--- src/hw/mbdsc_pkg.sv ---
// constants, types and helpers of the mac back-off, duplex and speed control block
// assumes one 40 mhz clock and an asynchronous active-high reset
package mbdsc_pkg;

   // =====================================================================
   // back-off state machine
   typedef enum logic [1:0] {
      MBDSC_BO_IDLE  = 2'h0,
      MBDSC_BO_COUNT = 2'h1,
      MBDSC_BO_DONE  = 2'h3
   } mbdsc_bo_state_t;

   // =====================================================================
   // speed codes and limit codes
   localparam logic [1:0] SPEED_10 = 2'h0;
   localparam logic [1:0] SPEED_100 = 2'h1;
   localparam logic [1:0] SPEED_1000 = 2'h2;
   localparam logic [1:0] LIMIT_TEN = 2'h0;
   localparam logic [1:0] LIMIT_EIGHT = 2'h1;
   localparam logic [1:0] LIMIT_FOUR = 2'h2;
   localparam logic [4:0] MAX_EXPONENT = 5'hA;
   localparam logic [4:0] CAP_TEN = 5'hA;
   localparam logic [4:0] CAP_EIGHT = 5'h8;
   localparam logic [4:0] CAP_FOUR = 5'h4;
   localparam logic [4:0] CAP_ONE = 5'h1;

   // =====================================================================
   // timing
   localparam int unsigned CLK_PERIOD_NS = 25;
   localparam int unsigned SLOT_BIT_TIMES = 512;
   localparam int unsigned BIT_NS_10 = 100;
   localparam int unsigned BIT_NS_100 = 10;
   localparam int unsigned BIT_NS_1000 = 1;
   localparam int unsigned SLOT_NS_10 = SLOT_BIT_TIMES * BIT_NS_10;
   localparam int unsigned SLOT_NS_100 = SLOT_BIT_TIMES * BIT_NS_100;
   localparam int unsigned SLOT_NS_1000 = SLOT_BIT_TIMES * BIT_NS_1000;
   localparam logic [11:0] SLOT_CYC_10 = 12'((SLOT_NS_10 + CLK_PERIOD_NS - 1) / CLK_PERIOD_NS);
   localparam logic [11:0] SLOT_CYC_100 = 12'((SLOT_NS_100 + CLK_PERIOD_NS - 1) / CLK_PERIOD_NS);
   localparam logic [11:0] SLOT_CYC_1000 = 12'((SLOT_NS_1000 + CLK_PERIOD_NS - 1) / CLK_PERIOD_NS);
   localparam logic [3:0] MAC_RST_CYCLES = 4'hF;

   // =====================================================================
   // lfsr
   localparam logic [15:0] LFSR_SEED = 16'hACE1;
   localparam logic [15:0] LFSR_TAPS = 16'hB400;

   // =====================================================================
   // receive clock period thresholds, in clock cycles from one rising edge of the divided rxc to the next
   localparam logic [10:0] RXC_PERIOD_MAX = 11'h7FF;
   localparam logic [10:0] RXC_THR_10 = 11'h200;
   localparam logic [10:0] RXC_THR_100 = 11'h032;

   // =====================================================================
   // boot image layout and reset values
   localparam int unsigned IMG_DUPLEX = 0;
   localparam int unsigned IMG_SPEED_LO = 1;
   localparam int unsigned IMG_AUTO_DUPLEX = 3;
   localparam int unsigned IMG_AUTO_SPEED = 4;
   localparam logic [4:0] IMG_DEFAULT = 5'h08;
   localparam logic RST_DUPLEX = 1'b0;
   localparam logic [1:0] RST_SPEED = 2'h0;
   localparam logic RST_AUTO_DUPLEX = 1'b1;
   localparam logic RST_AUTO_SPEED = 1'b0;
   localparam logic [1:0] RST_LIMIT = 2'h0;

   function automatic logic [4:0] mbdsc_min5(input logic [4:0] a, input logic [4:0] b);
      mbdsc_min5 = (a < b) ? a : b;
   endfunction

   function automatic logic [11:0] mbdsc_slot_cycles(input logic [1:0] speed);
      case (speed)
         SPEED_10: mbdsc_slot_cycles = SLOT_CYC_10;
         SPEED_100: mbdsc_slot_cycles = SLOT_CYC_100;
         default: mbdsc_slot_cycles = SLOT_CYC_1000;
      endcase
   endfunction

endpackage

--- src/hw/mbdsc_bo_if.sv ---
// signals between the control top and the back-off engine
// assumes both ends run on the same clock
interface mbdsc_bo_if;
   logic collision;
   logic [4:0] retry_count;
   logic [1:0] limit;
   logic [11:0] slot_cycles;
   logic flush;
   logic busy;
   logic done;

   modport ctrl (output collision, retry_count, limit, slot_cycles, flush, input busy, done);
   modport engine (input collision, retry_count, limit, slot_cycles, flush, output busy, done);
endinterface

--- src/hw/mbdsc_backoff.sv ---
// collision back-off engine: lfsr, exponent select and slot-time countdown
// assumes collision is a one-cycle pulse and slot_cycles is at least one
module mbdsc_backoff (
   input wire logic i_ref_clk,
   input wire logic i_rst,
   mbdsc_bo_if.engine bo
);

   mbdsc_pkg::mbdsc_bo_state_t state_ff, nxt_state;
   logic [15:0] lfsr_ff, nxt_lfsr;
   logic [9:0] cnt_ff, nxt_cnt;
   logic [11:0] slot_ff, nxt_slot;
   logic busy_ff, nxt_busy;
   logic done_ff, nxt_done;

   // =====================================================================
   // next state
   always_comb begin
      logic [4:0] cap;
      logic [4:0] nbits;
      logic [9:0] mask;
      cap = mbdsc_pkg::CAP_ONE;
      nbits = 5'h0;
      mask = 10'h0;
      nxt_lfsr = lfsr_ff[0] ? ((lfsr_ff >> 1) ^ mbdsc_pkg::LFSR_TAPS) : (lfsr_ff >> 1);
      nxt_state = state_ff;
      nxt_cnt = cnt_ff;
      nxt_slot = slot_ff;
      case (bo.limit)
         mbdsc_pkg::LIMIT_TEN: cap = mbdsc_pkg::CAP_TEN;
         mbdsc_pkg::LIMIT_EIGHT: cap = mbdsc_pkg::CAP_EIGHT;
         mbdsc_pkg::LIMIT_FOUR: cap = mbdsc_pkg::CAP_FOUR;
         default: cap = mbdsc_pkg::CAP_ONE;
      endcase
      nbits = mbdsc_pkg::mbdsc_min5(mbdsc_pkg::mbdsc_min5(bo.retry_count, mbdsc_pkg::MAX_EXPONENT), cap);
      mask = 10'((11'h1 << nbits) - 11'h1);
      if (bo.flush) begin
         nxt_state = mbdsc_pkg::MBDSC_BO_IDLE;
         nxt_cnt = 10'h0;
         nxt_slot = 12'h0;
      end else if (bo.collision) begin
         nxt_cnt = lfsr_ff[9:0] & mask;
         nxt_slot = 12'h0;
         nxt_state = ((lfsr_ff[9:0] & mask) == 10'h0) ? mbdsc_pkg::MBDSC_BO_DONE : mbdsc_pkg::MBDSC_BO_COUNT;
      end else begin
         case (state_ff)
            mbdsc_pkg::MBDSC_BO_IDLE: nxt_state = mbdsc_pkg::MBDSC_BO_IDLE;
            mbdsc_pkg::MBDSC_BO_COUNT: begin
               if (slot_ff >= bo.slot_cycles - 12'h1) begin
                  nxt_slot = 12'h0;
                  nxt_cnt = cnt_ff - 10'h1;
                  if (cnt_ff == 10'h1) begin
                     nxt_state = mbdsc_pkg::MBDSC_BO_DONE;
                  end
               end else begin
                  nxt_slot = slot_ff + 12'h1;
               end
            end
            mbdsc_pkg::MBDSC_BO_DONE: nxt_state = mbdsc_pkg::MBDSC_BO_IDLE;
            default: nxt_state = mbdsc_pkg::MBDSC_BO_IDLE;
         endcase
      end
      nxt_busy = (nxt_state == mbdsc_pkg::MBDSC_BO_COUNT);
      nxt_done = (nxt_state == mbdsc_pkg::MBDSC_BO_DONE);
   end

   // =====================================================================
   // registers
   always_ff @(posedge i_ref_clk or posedge i_rst) begin
      if (i_rst) begin
         state_ff <= mbdsc_pkg::MBDSC_BO_IDLE;
         lfsr_ff <= mbdsc_pkg::LFSR_SEED;
         cnt_ff <= 10'h0;
         slot_ff <= 12'h0;
         busy_ff <= 1'b0;
         done_ff <= 1'b0;
      end else begin
         state_ff <= nxt_state;
         lfsr_ff <= nxt_lfsr;
         cnt_ff <= nxt_cnt;
         slot_ff <= nxt_slot;
         busy_ff <= nxt_busy;
         done_ff <= nxt_done;
      end
   end

   assign bo.busy = busy_ff;
   assign bo.done = done_ff;

endmodule

--- src/hw/mbdsc_ctrl.sv ---
// top of the mac back-off, duplex and speed control block
// assumes all inputs synchronous to i_ref_clk; i_rxc_div is the receive clock
// divided by 64 upstream; strobes are one-cycle pulses
module mbdsc_ctrl (
   input wire logic i_ref_clk,
   input wire logic i_rst,
   input wire logic i_cfg_write,
   input wire logic i_wr_duplex_select,
   input wire logic [1:0] i_wr_speed_select,
   input wire logic i_wr_auto_duplex_detect,
   input wire logic i_wr_auto_speed_detect,
   input wire logic [1:0] i_wr_backoff_limit_select,
   input wire logic i_wr_mac_soft_reset,
   input wire logic i_image_load,
   input wire logic i_eeprom_present,
   input wire logic [4:0] i_eeprom_image,
   input wire logic i_otp_programmed,
   input wire logic [4:0] i_otp_image,
   input wire logic i_usb_reset,
   input wire logic i_light_soft_reset,
   input wire logic i_reset_protect,
   input wire logic i_rxc_div,
   input wire logic i_inband_valid,
   input wire logic i_inband_full_duplex,
   input wire logic i_collision,
   input wire logic [4:0] i_retry_count,
   output logic o_duplex_select,
   output logic [1:0] o_speed_select,
   output logic o_auto_duplex_detect,
   output logic o_auto_speed_detect,
   output logic [1:0] o_backoff_limit_select,
   output logic o_mac_soft_reset,
   output logic o_full_duplex,
   output logic o_backoff_busy,
   output logic o_backoff_done
);

   mbdsc_bo_if bo ();

   logic rxc_prev_ff, nxt_rxc_prev;
   logic [10:0] period_ff, nxt_period;
   logic [1:0] det_speed_ff, nxt_det_speed;
   logic det_duplex_ff, nxt_det_duplex;

   logic [4:0] image_ff, nxt_image;
   logic duplex_ff, nxt_duplex;
   logic [1:0] speed_ff, nxt_speed;
   logic auto_duplex_ff, nxt_auto_duplex;
   logic auto_speed_ff, nxt_auto_speed;
   logic [1:0] limit_ff, nxt_limit;
   logic full_duplex_ff, nxt_full_duplex;

   logic mac_soft_reset_ff, nxt_mac_soft_reset;
   logic [3:0] mac_soft_reset_cnt_ff, nxt_mac_soft_reset_cnt;

   // =====================================================================
   // link speed and duplex detection
   always_comb begin
      nxt_rxc_prev = i_rxc_div;
      nxt_period = period_ff;
      nxt_det_speed = det_speed_ff;
      nxt_det_duplex = det_duplex_ff;
      if (i_rxc_div && !rxc_prev_ff) begin
         nxt_period = 11'h0;
         if (period_ff >= mbdsc_pkg::RXC_THR_10) begin
            nxt_det_speed = mbdsc_pkg::SPEED_10;
         end else if (period_ff >= mbdsc_pkg::RXC_THR_100) begin
            nxt_det_speed = mbdsc_pkg::SPEED_100;
         end else begin
            nxt_det_speed = mbdsc_pkg::SPEED_1000;
         end
      end else if (period_ff != mbdsc_pkg::RXC_PERIOD_MAX) begin
         nxt_period = period_ff + 11'h1;
      end
      if (i_inband_valid) begin
         nxt_det_duplex = i_inband_full_duplex;
      end
   end

   always_ff @(posedge i_ref_clk or posedge i_rst) begin
      if (i_rst) begin
         rxc_prev_ff <= 1'b0;
         period_ff <= 11'h0;
         det_speed_ff <= mbdsc_pkg::RST_SPEED;
         det_duplex_ff <= mbdsc_pkg::RST_DUPLEX;
      end else begin
         rxc_prev_ff <= nxt_rxc_prev;
         period_ff <= nxt_period;
         det_speed_ff <= nxt_det_speed;
         det_duplex_ff <= nxt_det_duplex;
      end
   end

   // =====================================================================
   // configuration fields
   // priority: image load, then usb or light reset, then software write
   always_comb begin
      logic restore;
      restore = i_usb_reset | i_light_soft_reset;
      nxt_image = image_ff;
      nxt_duplex = duplex_ff;
      nxt_speed = speed_ff;
      nxt_auto_duplex = auto_duplex_ff;
      nxt_auto_speed = auto_speed_ff;
      nxt_limit = limit_ff;
      if (i_image_load) begin
         if (i_eeprom_present) begin
            nxt_image = i_eeprom_image;
         end else if (i_otp_programmed) begin
            nxt_image = i_otp_image;
         end else begin
            nxt_image = mbdsc_pkg::IMG_DEFAULT;
         end
         nxt_duplex = nxt_image[mbdsc_pkg::IMG_DUPLEX];
         nxt_speed = nxt_image[mbdsc_pkg::IMG_SPEED_LO +: 2];
         nxt_auto_duplex = nxt_image[mbdsc_pkg::IMG_AUTO_DUPLEX];
         nxt_auto_speed = nxt_image[mbdsc_pkg::IMG_AUTO_SPEED];
      end else if (restore) begin
         if (!i_reset_protect) begin
            nxt_duplex = image_ff[mbdsc_pkg::IMG_DUPLEX];
            nxt_speed = image_ff[mbdsc_pkg::IMG_SPEED_LO +: 2];
         end
         nxt_auto_duplex = image_ff[mbdsc_pkg::IMG_AUTO_DUPLEX];
         nxt_auto_speed = image_ff[mbdsc_pkg::IMG_AUTO_SPEED];
         nxt_limit = mbdsc_pkg::RST_LIMIT;
      end else if (i_cfg_write) begin
         nxt_limit = i_wr_backoff_limit_select;
         nxt_auto_duplex = i_wr_auto_duplex_detect;
         nxt_auto_speed = i_wr_auto_speed_detect;
         if (!auto_duplex_ff) begin
            nxt_duplex = i_wr_duplex_select;
         end
         if (!auto_speed_ff) begin
            nxt_speed = i_wr_speed_select;
         end
      end
      // outside an image load, auto modes overwrite the field with what the link reports
      if (nxt_auto_duplex && !i_image_load) begin
         nxt_duplex = det_duplex_ff;
      end
      if (nxt_auto_speed && !i_image_load) begin
         nxt_speed = det_speed_ff;
      end
      nxt_full_duplex = nxt_duplex | (nxt_speed >= mbdsc_pkg::SPEED_1000);
   end

   always_ff @(posedge i_ref_clk or posedge i_rst) begin
      if (i_rst) begin
         image_ff <= mbdsc_pkg::IMG_DEFAULT;
         duplex_ff <= mbdsc_pkg::RST_DUPLEX;
         speed_ff <= mbdsc_pkg::RST_SPEED;
         auto_duplex_ff <= mbdsc_pkg::RST_AUTO_DUPLEX;
         auto_speed_ff <= mbdsc_pkg::RST_AUTO_SPEED;
         limit_ff <= mbdsc_pkg::RST_LIMIT;
         full_duplex_ff <= mbdsc_pkg::RST_DUPLEX;
      end else begin
         image_ff <= nxt_image;
         duplex_ff <= nxt_duplex;
         speed_ff <= nxt_speed;
         auto_duplex_ff <= nxt_auto_duplex;
         auto_speed_ff <= nxt_auto_speed;
         limit_ff <= nxt_limit;
         full_duplex_ff <= nxt_full_duplex;
      end
   end

   // =====================================================================
   // self-clearing mac reset
   always_comb begin
      nxt_mac_soft_reset = mac_soft_reset_ff;
      nxt_mac_soft_reset_cnt = mac_soft_reset_cnt_ff;
      if (mac_soft_reset_ff) begin
         nxt_mac_soft_reset_cnt = mac_soft_reset_cnt_ff + 4'h1;
         if (mac_soft_reset_cnt_ff == mbdsc_pkg::MAC_RST_CYCLES - 4'h1) begin
            nxt_mac_soft_reset = 1'b0;
            nxt_mac_soft_reset_cnt = 4'h0;
         end
      end else if (i_cfg_write && i_wr_mac_soft_reset) begin
         nxt_mac_soft_reset = 1'b1;
         nxt_mac_soft_reset_cnt = 4'h0;
      end
   end

   always_ff @(posedge i_ref_clk or posedge i_rst) begin
      if (i_rst) begin
         mac_soft_reset_ff <= 1'b0;
         mac_soft_reset_cnt_ff <= 4'h0;
      end else begin
         mac_soft_reset_ff <= nxt_mac_soft_reset;
         mac_soft_reset_cnt_ff <= nxt_mac_soft_reset_cnt;
      end
   end

   // =====================================================================
   // back-off engine
   assign bo.collision = i_collision & ~mac_soft_reset_ff;
   assign bo.retry_count = i_retry_count;
   assign bo.limit = limit_ff;
   assign bo.slot_cycles = mbdsc_pkg::mbdsc_slot_cycles(speed_ff);
   assign bo.flush = mac_soft_reset_ff;

   mbdsc_backoff u_backoff (
      .i_ref_clk(i_ref_clk),
      .i_rst(i_rst),
      .bo(bo)
   );

   // =====================================================================
   // outputs
   assign o_duplex_select = duplex_ff;
   assign o_speed_select = speed_ff;
   assign o_auto_duplex_detect = auto_duplex_ff;
   assign o_auto_speed_detect = auto_speed_ff;
   assign o_backoff_limit_select = limit_ff;
   assign o_mac_soft_reset = mac_soft_reset_ff;
   assign o_full_duplex = full_duplex_ff;
   assign o_backoff_busy = bo.busy;
   assign o_backoff_done = bo.done;

endmodule

--- config.mk ---
export PLATFORM = sky130hd
export DESIGN_NAME = mbdsc_ctrl
export DESIGN_NICKNAME = d
export VERILOG_FILES = /design/src/hw/mbdsc_pkg.sv /design/src/hw/mbdsc_bo_if.sv /design/src/hw/mbdsc_backoff.sv /design/src/hw/mbdsc_ctrl.sv
export SDC_FILE = /design/constraint.sdc
export NUM_CORES = 1
export LEC_CHECK = 0
export BUFFER_PORTS_ARGS = -buffer_cell sky130_fd_sc_hd__buf_2
export CORE_ASPECT_RATIO = 0.8
export CORE_MARGIN = 2
export CORE_UTILIZATION = 35
export DETAILED_ROUTE_END_ITERATION = 10
export PLACE_DENSITY_LB_ADDON = 0.12
export SYNTH_ARGS = -nofsm -noshare
export SYNTH_HDL_FRONTEND = slang
export SYNTH_SLANG_ARGS = --single-unit
--- constraint.sdc ---
create_clock -name i_ref_clk -period 4.2 [get_ports i_ref_clk]
set_input_delay 0.21 -clock i_ref_clk [delete_from_list [all_inputs] [get_ports i_ref_clk]]
set_output_delay 0.21 -clock i_ref_clk [all_outputs]
set_load 0.1 [all_outputs]
# Word level (Yosys, flattened, before mapping)
# Index checks and enable logic that the tools add are counted.
[totals]
reg_bits = 75
input_bits = 36
out_inout_bits = 11
word_cells = 115
[op_classes]
add_sub_neg = 6
n_lt_le_gt_ge = 6
n_eq_ne = 9
shifts = 1
n_mux = 51
bitwise = 7
reduce_logical = 16
[op_table]
columns = ["op", "count"]
rows = [
  ["2-to-1 mux 12 bit", 4],
  ["2-to-1 mux 10 bit", 4],
  ["2-to-1 mux 2 bit", 16],
  ["one-hot mux 12 bit (2 select lines)", 1],
  ["2-to-1 mux 11 bit", 2],
  ["2-to-1 mux 5 bit", 4],
  ["subtractor 10 x 1 -> 10 bit (second input constant)", 2],
  ["2-to-1 mux 16 bit", 1],
  ["2-to-1 mux 1 bit", 15],
  ["adder 12 x 1 -> 12 bit (second input constant)", 1],
  [">= comparator 12 bit", 1],
  ["2-to-1 mux 4 bit", 3],
  ["one-hot mux 4 bit (3 select lines)", 1],
  ["subtractor 12 x 1 -> 12 bit (second input constant)", 1],
  ["adder 11 x 1 -> 11 bit (second input constant)", 1],
  [">= comparator 11 x 10 -> 1 bit (second input constant)", 1],
  [">= comparator 11 x 6 -> 1 bit (second input constant)", 1],
  ["inequality test 11 bit (second input constant)", 1],
  ["bitwise AND 10 bit", 1],
  ["== test 10 x 1 -> 1 bit (second input constant)", 1],
  ["zero test 10 bit", 1],
  ["<< shifter 1 x 5 -> 10 bit (first input constant)", 1],
  ["== test 2 x 1 -> 1 bit (second input constant)", 4],
  ["nonzero test 2 bit", 3],
  ["other kinds (15)", 25],
]

# Depth between registers and ports, before layout
[logic_depth]
word_depth = 12
ltp_mapped = 16
ltp_nobuf = 15

# Hierarchy
# From an unflattened synthesis, not the netlist that was laid out.
[unflattened]
cells_unflattened = 475
area_unflattened_um2 = 4443.0
[by_module_without_submodules]
columns = ["module", "instances", "cells_per_inst", "area_each_um2", "seq_area_each_um2"]
rows = [
  ["mbdsc_backoff", 1, 294, 2765.2, 1061.0],
  ["mbdsc_ctrl", 1, 181, 1677.9, 828.3],
]

# Worst setup path after synthesis
# No wires, ideal clock.
[synth_timing]
path_kind = "register -> register"
from = "register limit_ff[1] (netlist: o_backoff_limit_select[1])"
to = "register u_backoff.done_ff (netlist: u_backoff.bo.done)"
setup_time_ps = 138
t_arrival_ps = 3912
t_required_ps = 4062
setup_slack_ps = 150
stages_incl_launch_ff = 15
n_path_buf = 1
synth_period_minus_slack_ps = 4050
cell_sequence = "dfrtp_1 or2_2 ha_1 o211ai_1 nand2_2 or2b_1 nand2_4 or3_2 ha_1 buf_1 nand2b_1 or4_1 nand3_1 nor4_2 o21bai_1"
[synth_via]
elab_chain_len = 12
elab_cells_between_ends = 14
classes_between = "1 x add/sub; 1 x order compare; 3 x eq/ne; 1 x shift; 5 x mux; 1 x bitwise; 2 x reduce/logical"
[synth_rtl]
columns = ["element", "line", "rtl"]
rows = [
  ["start, declared", "mbdsc_ctrl.sv:50", "logic [1:0] limit_ff, nxt_limit;"],
  ["start signal, assigned", "mbdsc_ctrl.sv:154", "limit_ff <= mbdsc_pkg::RST_LIMIT;"],
  ["start signal, assigned", "mbdsc_ctrl.sv:162", "limit_ff <= nxt_limit;"],
  ["== test 2 bit, or another cell as far along", "mbdsc_backoff.sv:29", "case (bo.limit)"],
  ["one-hot mux 4 bit (3 select lines) *", "mbdsc_backoff.sv:29", ""],
  ["less-than comparator 5 x 4 -> 1 bit", "mbdsc_pkg.sv:67", "mbdsc_min5 = (a < b) ? a : b;"],
  ["2-to-1 mux 5 bit *", "mbdsc_pkg.sv:67", ""],
  ["<< shifter 1 x 5 -> 10 bit *", "mbdsc_backoff.sv:36", "mask = 10'((11'h1 << nbits) - 11'h1);"],
  ["subtractor 10 x 1 -> 10 bit *", "mbdsc_backoff.sv:36", ""],
  ["bitwise AND 10 bit *", "mbdsc_backoff.sv:44", "nxt_state = ((lfsr_ff[9:0] & mask) == 10'h0) ? mbdsc_pkg::MBDSC_BO_DONE : mbdsc_pkg::MBDSC_BO_COUNT;"],
  ["zero test 10 bit *", "mbdsc_backoff.sv:44", ""],
  ["2-to-1 mux 2 bit *", "mbdsc_backoff.sv:44", ""],
  ["2-to-1 mux 2 bit *", "mbdsc_backoff.sv:41", "end else if (bo.collision) begin"],
  ["2-to-1 mux 2 bit *", "mbdsc_backoff.sv:37", "if (bo.flush) begin"],
  ["== test 2 bit *", "mbdsc_backoff.sv:64", "nxt_done = (nxt_state == mbdsc_pkg::MBDSC_BO_DONE);"],
  ["via u_backoff.nxt_done", "mbdsc_backoff.sv:14", "logic done_ff, nxt_done;"],
  ["end signal, assigned", "mbdsc_backoff.sv:83", "done_ff <= nxt_done;"],
  ["end, declared", "mbdsc_backoff.sv:14", ""],
]
# Mark *: on every way through the listed nets, which the timed path passes. The rest lies on a longest branch.
# A chain may end at the register's enable or synchronous reset.

# Worst setup path in the final report
# Ends and elaborated chain as after synthesis.

==> results by group <==
Status
  – Run status: finished, final reports clean

Drt
  – Post-route DRC violation count: 0
  – Detailed-route wire length: 9.74 mm
  – DR vias: 3,462
  – DRT iter0 DRCs: ~200
  – Avg Vias per Cell: ~5.3
  – Final ANT Viol Nets: 0
  – Detailed-router iteration count before antenna repair: 4
  – Wirelength per Cell: 14.8 um

Worst setup path
  – Worst path slowest cell: sky130_fd_sc_hd__dfrtp_1
  – Arrival @ worst endpoint: 4.05 ns
  – Start-to-end type of the worst setup path: reg -> reg
  – Flop-to-flop setup slack: between 0.3 and 0.4 ns
  – Nature of the critical path endpoint: flop
  – Crit path cell chain: or2_2, ha_1, o211ai_1, nand2_2, a32oi_2, nand2_2, or3_2, ha_1, nand2b_1, or4_1, nand3_1, nor4_4, o21bai_1
  – Endpoint required time on the critical path: 4.39 ns
  – Number of cells traversed by the worst register-to-register path: 13
  – Startpoint type of the worst setup path: flop
  – Terminus of the critical flop-to-flop path: u_backoff.bo.done
  – Start of the worst register-to-register path: o_backoff_limit_select[1]
  – Delay of the slowest cell on the worst path: approximately 0.46 ns
  – Maximum fanout along the worst path: 9

Clocking
  – Number of clock sinks: 75
  – Clock insertion delay at the later pin of the skew report: 0.34 ns
  – CTS tree: yes
  – Number of CTS-inserted buffers: 9
  – H-tree level count: 3
  – CTS root buf: sky130_fd_sc_hd__clkbuf_16
  – Maximum buffer depth of the clock tree: 2
  – Clk slew on worst S/H paths: 0.07 ns

STA
  – Clock skew after layout: 0.00904 ns
  – Max Slew Vio Count: 0
  – Tightest slew margin relative to the limit: 32.8%
  – Total Negative Setup Slacks: 0 ns
  – Setup violators final: 0
  – Count of final hold-check violations: 0
  – Fin crit period: 3.86 ns
  – Setup repair after global routing missed its margin: no
  – Achievable Freq: between 0.2 and 0.3 GHz
  – Worst Tran Pin Value: just over 1 ns
  – Post-route fraction of the period consumed by the critical path: 91.9%

Power and ir drop
  – Sequential fraction of design power: 37.0%
  – Internal power of the cells: 1.56 mW
  – Static Leakage: 2.22 nW
  – VDD IR max: 0.199 mV
  – Switching share of total power: 38.2%
  – Cell area power density: 508 nW/um^2
  – Clk network pwr share: 31.3%
  – Power share of the combinational group: a little under a third
  – Net Switching: 0.966 mW

Final layout
  – Area growth, synth to finish: 16.7%
  – FILL cells: 1,183
  – Multi-input gate area in the final layout: 2260 um^2
  – Area used by sequential logic in the layout: 1890 um^2
  – Cell area after layout: 4970 um^2
  – Final layout net count: 558
  – Fraction of layout instances using a drive strength above 1: 20.2%
  – Count of placed standard cells in the final layout, fillers left out: roughly 660
  – Ant diodes: 0

Die
  – I/O pins: 47
  – Starting density of the core: 35.4%
  – Number of core rows: 36
  – Die Span X: 127 um
  – Die Ht: 103 um
  – Core region area: between 10,000 and 15,000 um^2
  – Total Die Area: about 13,000 um^2

Placed design
  – Weighted congestion at the end of routability-driven global placement: 0.861
  – Cell count after placement: 641
  – Placed wire-length estimate after detailed placement: 7.21 mm
  – Placed Area: 4660 um^2
  – Count of input and output buffers: 46

Yosys
  – Total of flip-flops plus latches after synthesis: 75
  – Synth cell count leaders: sky130_fd_sc_hd__dfrtp_1 (65), sky130_fd_sc_hd__nor2_1 (54), sky130_fd_sc_hd__nand2_1 (32), sky130_fd_sc_hd__o21ai_0 (32)
  – Number of instances in the synthesized netlist: 453
  – Most frequently used flop master after synthesis: sky130_fd_sc_hd__dfrtp_1
  – Area leader, netlist: sky130_fd_sc_hd__dfrtp_1
  – YS warnings: 0
  – Syn_nets: between 500 and 600
  – Average cell area after synthesis: 9.41 um^2
  – Post-synthesis compound-gate area fraction: 18.7%
  – Synth Cell Area: between 4000 and 5000 um^2
  – Number of synthesized flops with an enable pin: 0
  – Top-count cell post-synth: sky130_fd_sc_hd__dfrtp_1
  – Post-Synth Adder-Cell Area: under 10%
  – Top area cells in the synthesized netlist: sky130_fd_sc_hd__dfrtp_1 (38%), sky130_fd_sc_hd__dfstp_2 (6.2%), sky130_fd_sc_hd__ha_1 (6.2%)
  – Mux share of post-synthesis cell area: approximately 1.8%
  – Synth Area in XOR/XNOR: under 10%
  – Fraction of the yosys area taken by sequential cells: 44.3%
  – Largest family of logic cells by synthesized area: simple AND/OR/NAND/NOR gates
  – Fraction of synthesized cell area taken by the top area cell type: 38.2%
  – Cell variety after synth: 74
  – Share of synthesized registers carrying an async set or reset: 100%
  – Fraction of the mapped netlist area in simple logic gates: 21.8%

Global route
  – GRT Residual Overflow: 0
  – Global-route wire length before repair: roughly 17 mm
  – Maximum number of pins on one net before global-route repair: 49
  – Number of global-route vias before repair: 3,376
  – Antenna violations before repair: 0
  – Total global-route track usage: between 10% and 20%

Hold path
  – Class of the tightest hold or removal check: in -> async

Run
  – Count of max-cap constraint violations: 0
[kinds of logic (layout without fill, tap and decap cells)]
family	Yosys count	count (layout)
buffers and inverters	33	86
xor gates and xnor gates	21	21
adders and majority gates	21	21
AOI/OAI and AO/OA	114	114
muxes	7	7
DFF	75	75
other	1	1
and+or+nand+nor	181	181
[metrics by stage]
| step | setup slack, ns | hold WS (ns) | utilization, % | power [mW] |
|---|---|---|---|---|
| finish | 0.341 | 0.0940 | 41.4 | 2.53 |
| global route | 0.0487 | 0.0913 | 41.4 | 2.71 |
| CTS | 0.338 | 0.0914 | 41.3 | 2.55 |
| detailed placement | 0.372 | 0.346 | 38.7 | 1.74 |
| global placement | 0.513 | 0.339 | 38.7 | 1.74 |
| floorplan | 0.150 | 0.241 | - | 1.55 |
[registers in the layout, indices dropped and copies added (netlist names), 2 cells and up]
name	count
image_ff	5
det_speed_ff	2
period_ff	11
u_backoff.lfsr_ff	16
u_backoff.slot_ff	12
u_backoff.state_ff	2
o_speed_select	2
u_backoff.cnt_ff	10
o_backoff_limit_select	2
mac_soft_reset_cnt_ff	4
[how the worst max path moves through the flow]
| stage | endpoint | slack [ns] | startpoint | cells past startpoint |
|---|---|---|---|---|
| after global placement | u_backoff.state_ff[1] | 0.51 | o_backoff_limit_select[1] | 12 |
| after floorplan | u_backoff.bo.done | 0.15 | o_backoff_limit_select[1] | 14 |
| after detailed placement | u_backoff.bo.done | 0.37 | o_backoff_limit_select[1] | 14 |
| after global routing | u_backoff.bo.done | 0.05 | o_backoff_limit_select[1] | 13 |
| final | u_backoff.bo.done | 0.34 | o_backoff_limit_select[1] | 13 |
| after CTS | u_backoff.bo.done | 0.34 | o_backoff_limit_select[1] | 14 |
[per-layer routing]
| metal | wire length (um) | track usage, % | up-vias |
|---|---|---|---|
| met5 | 0 | 0 | - |
| met4 | 109 | 4.23 | 0 |
| met3 | 433 | 4.62 | 13 |
| met2 | 4240 | 24.2 | 66 |
| met1 | 4950 | 23.4 | 1645 |
| li1 | - | - | 1738 |
[layout by cell type, fill, tap and decap left out, drive strengths merged, types with 4 or more instances in the layout]
cell type,count
nor4,6
dfstp,10
a21oi,22
ha,21
nor2b,6
nand3,18
a31oi,9
o211ai,8
o31ai,4
or2,7
dfrtp,65
or3,4
nand2b,8
buf,49
and2,5
a22o,4
nand2,35
mux2,4
and3,6
nor2,55
clkbuf,10
xnor2,7
inv,22
nor3,9
xor2,14
nand4,8
o21ai,34
[critical path: cells and delay by family, from the launching register on]
kind / cells / cell delay [ns]
DFF: 1 / 0.46
AOI/OAI and AO/OA: 3 / 0.67
and+or+nand+nor: 8 / 1.92
adders and majority gates: 2 / 0.66
[timing repair]
action | 4_1_cts | 5_1_grt
hold buffers | 1 | 0
setup buffers | 0 | 0
endpoints found under the setup margin | 0 | 2
hold endpoints to repair | 1 | 0
resized for setup | 0 | 1
[area by class of cell]
cell class / instances / share of cell area (%)
inverters: 20 / 1.51
multi-input cells: 345 / 45.4
repair buffers: 50 / 5.28
flip-flops and latches: 75 / 38.0
clock buffers: 10 / 4.60
well taps: 152 / 3.82
clock inverters: 6 / 1.43
[power groups by stage]
stage / clock [mW] / combinational [mW] / sequential (mW)
final: 0.791 / 0.800 / 0.935
after global routing: 0.846 / 0.909 / 0.954
after CTS: 0.814 / 0.801 / 0.935
after detailed placement: 0 / 0.798 / 0.947
after global placement: 0 / 0.790 / 0.945
after floorplan: 0 / 0.506 / 1.04
Note: power is estimated with default switching activity, not from simulation.
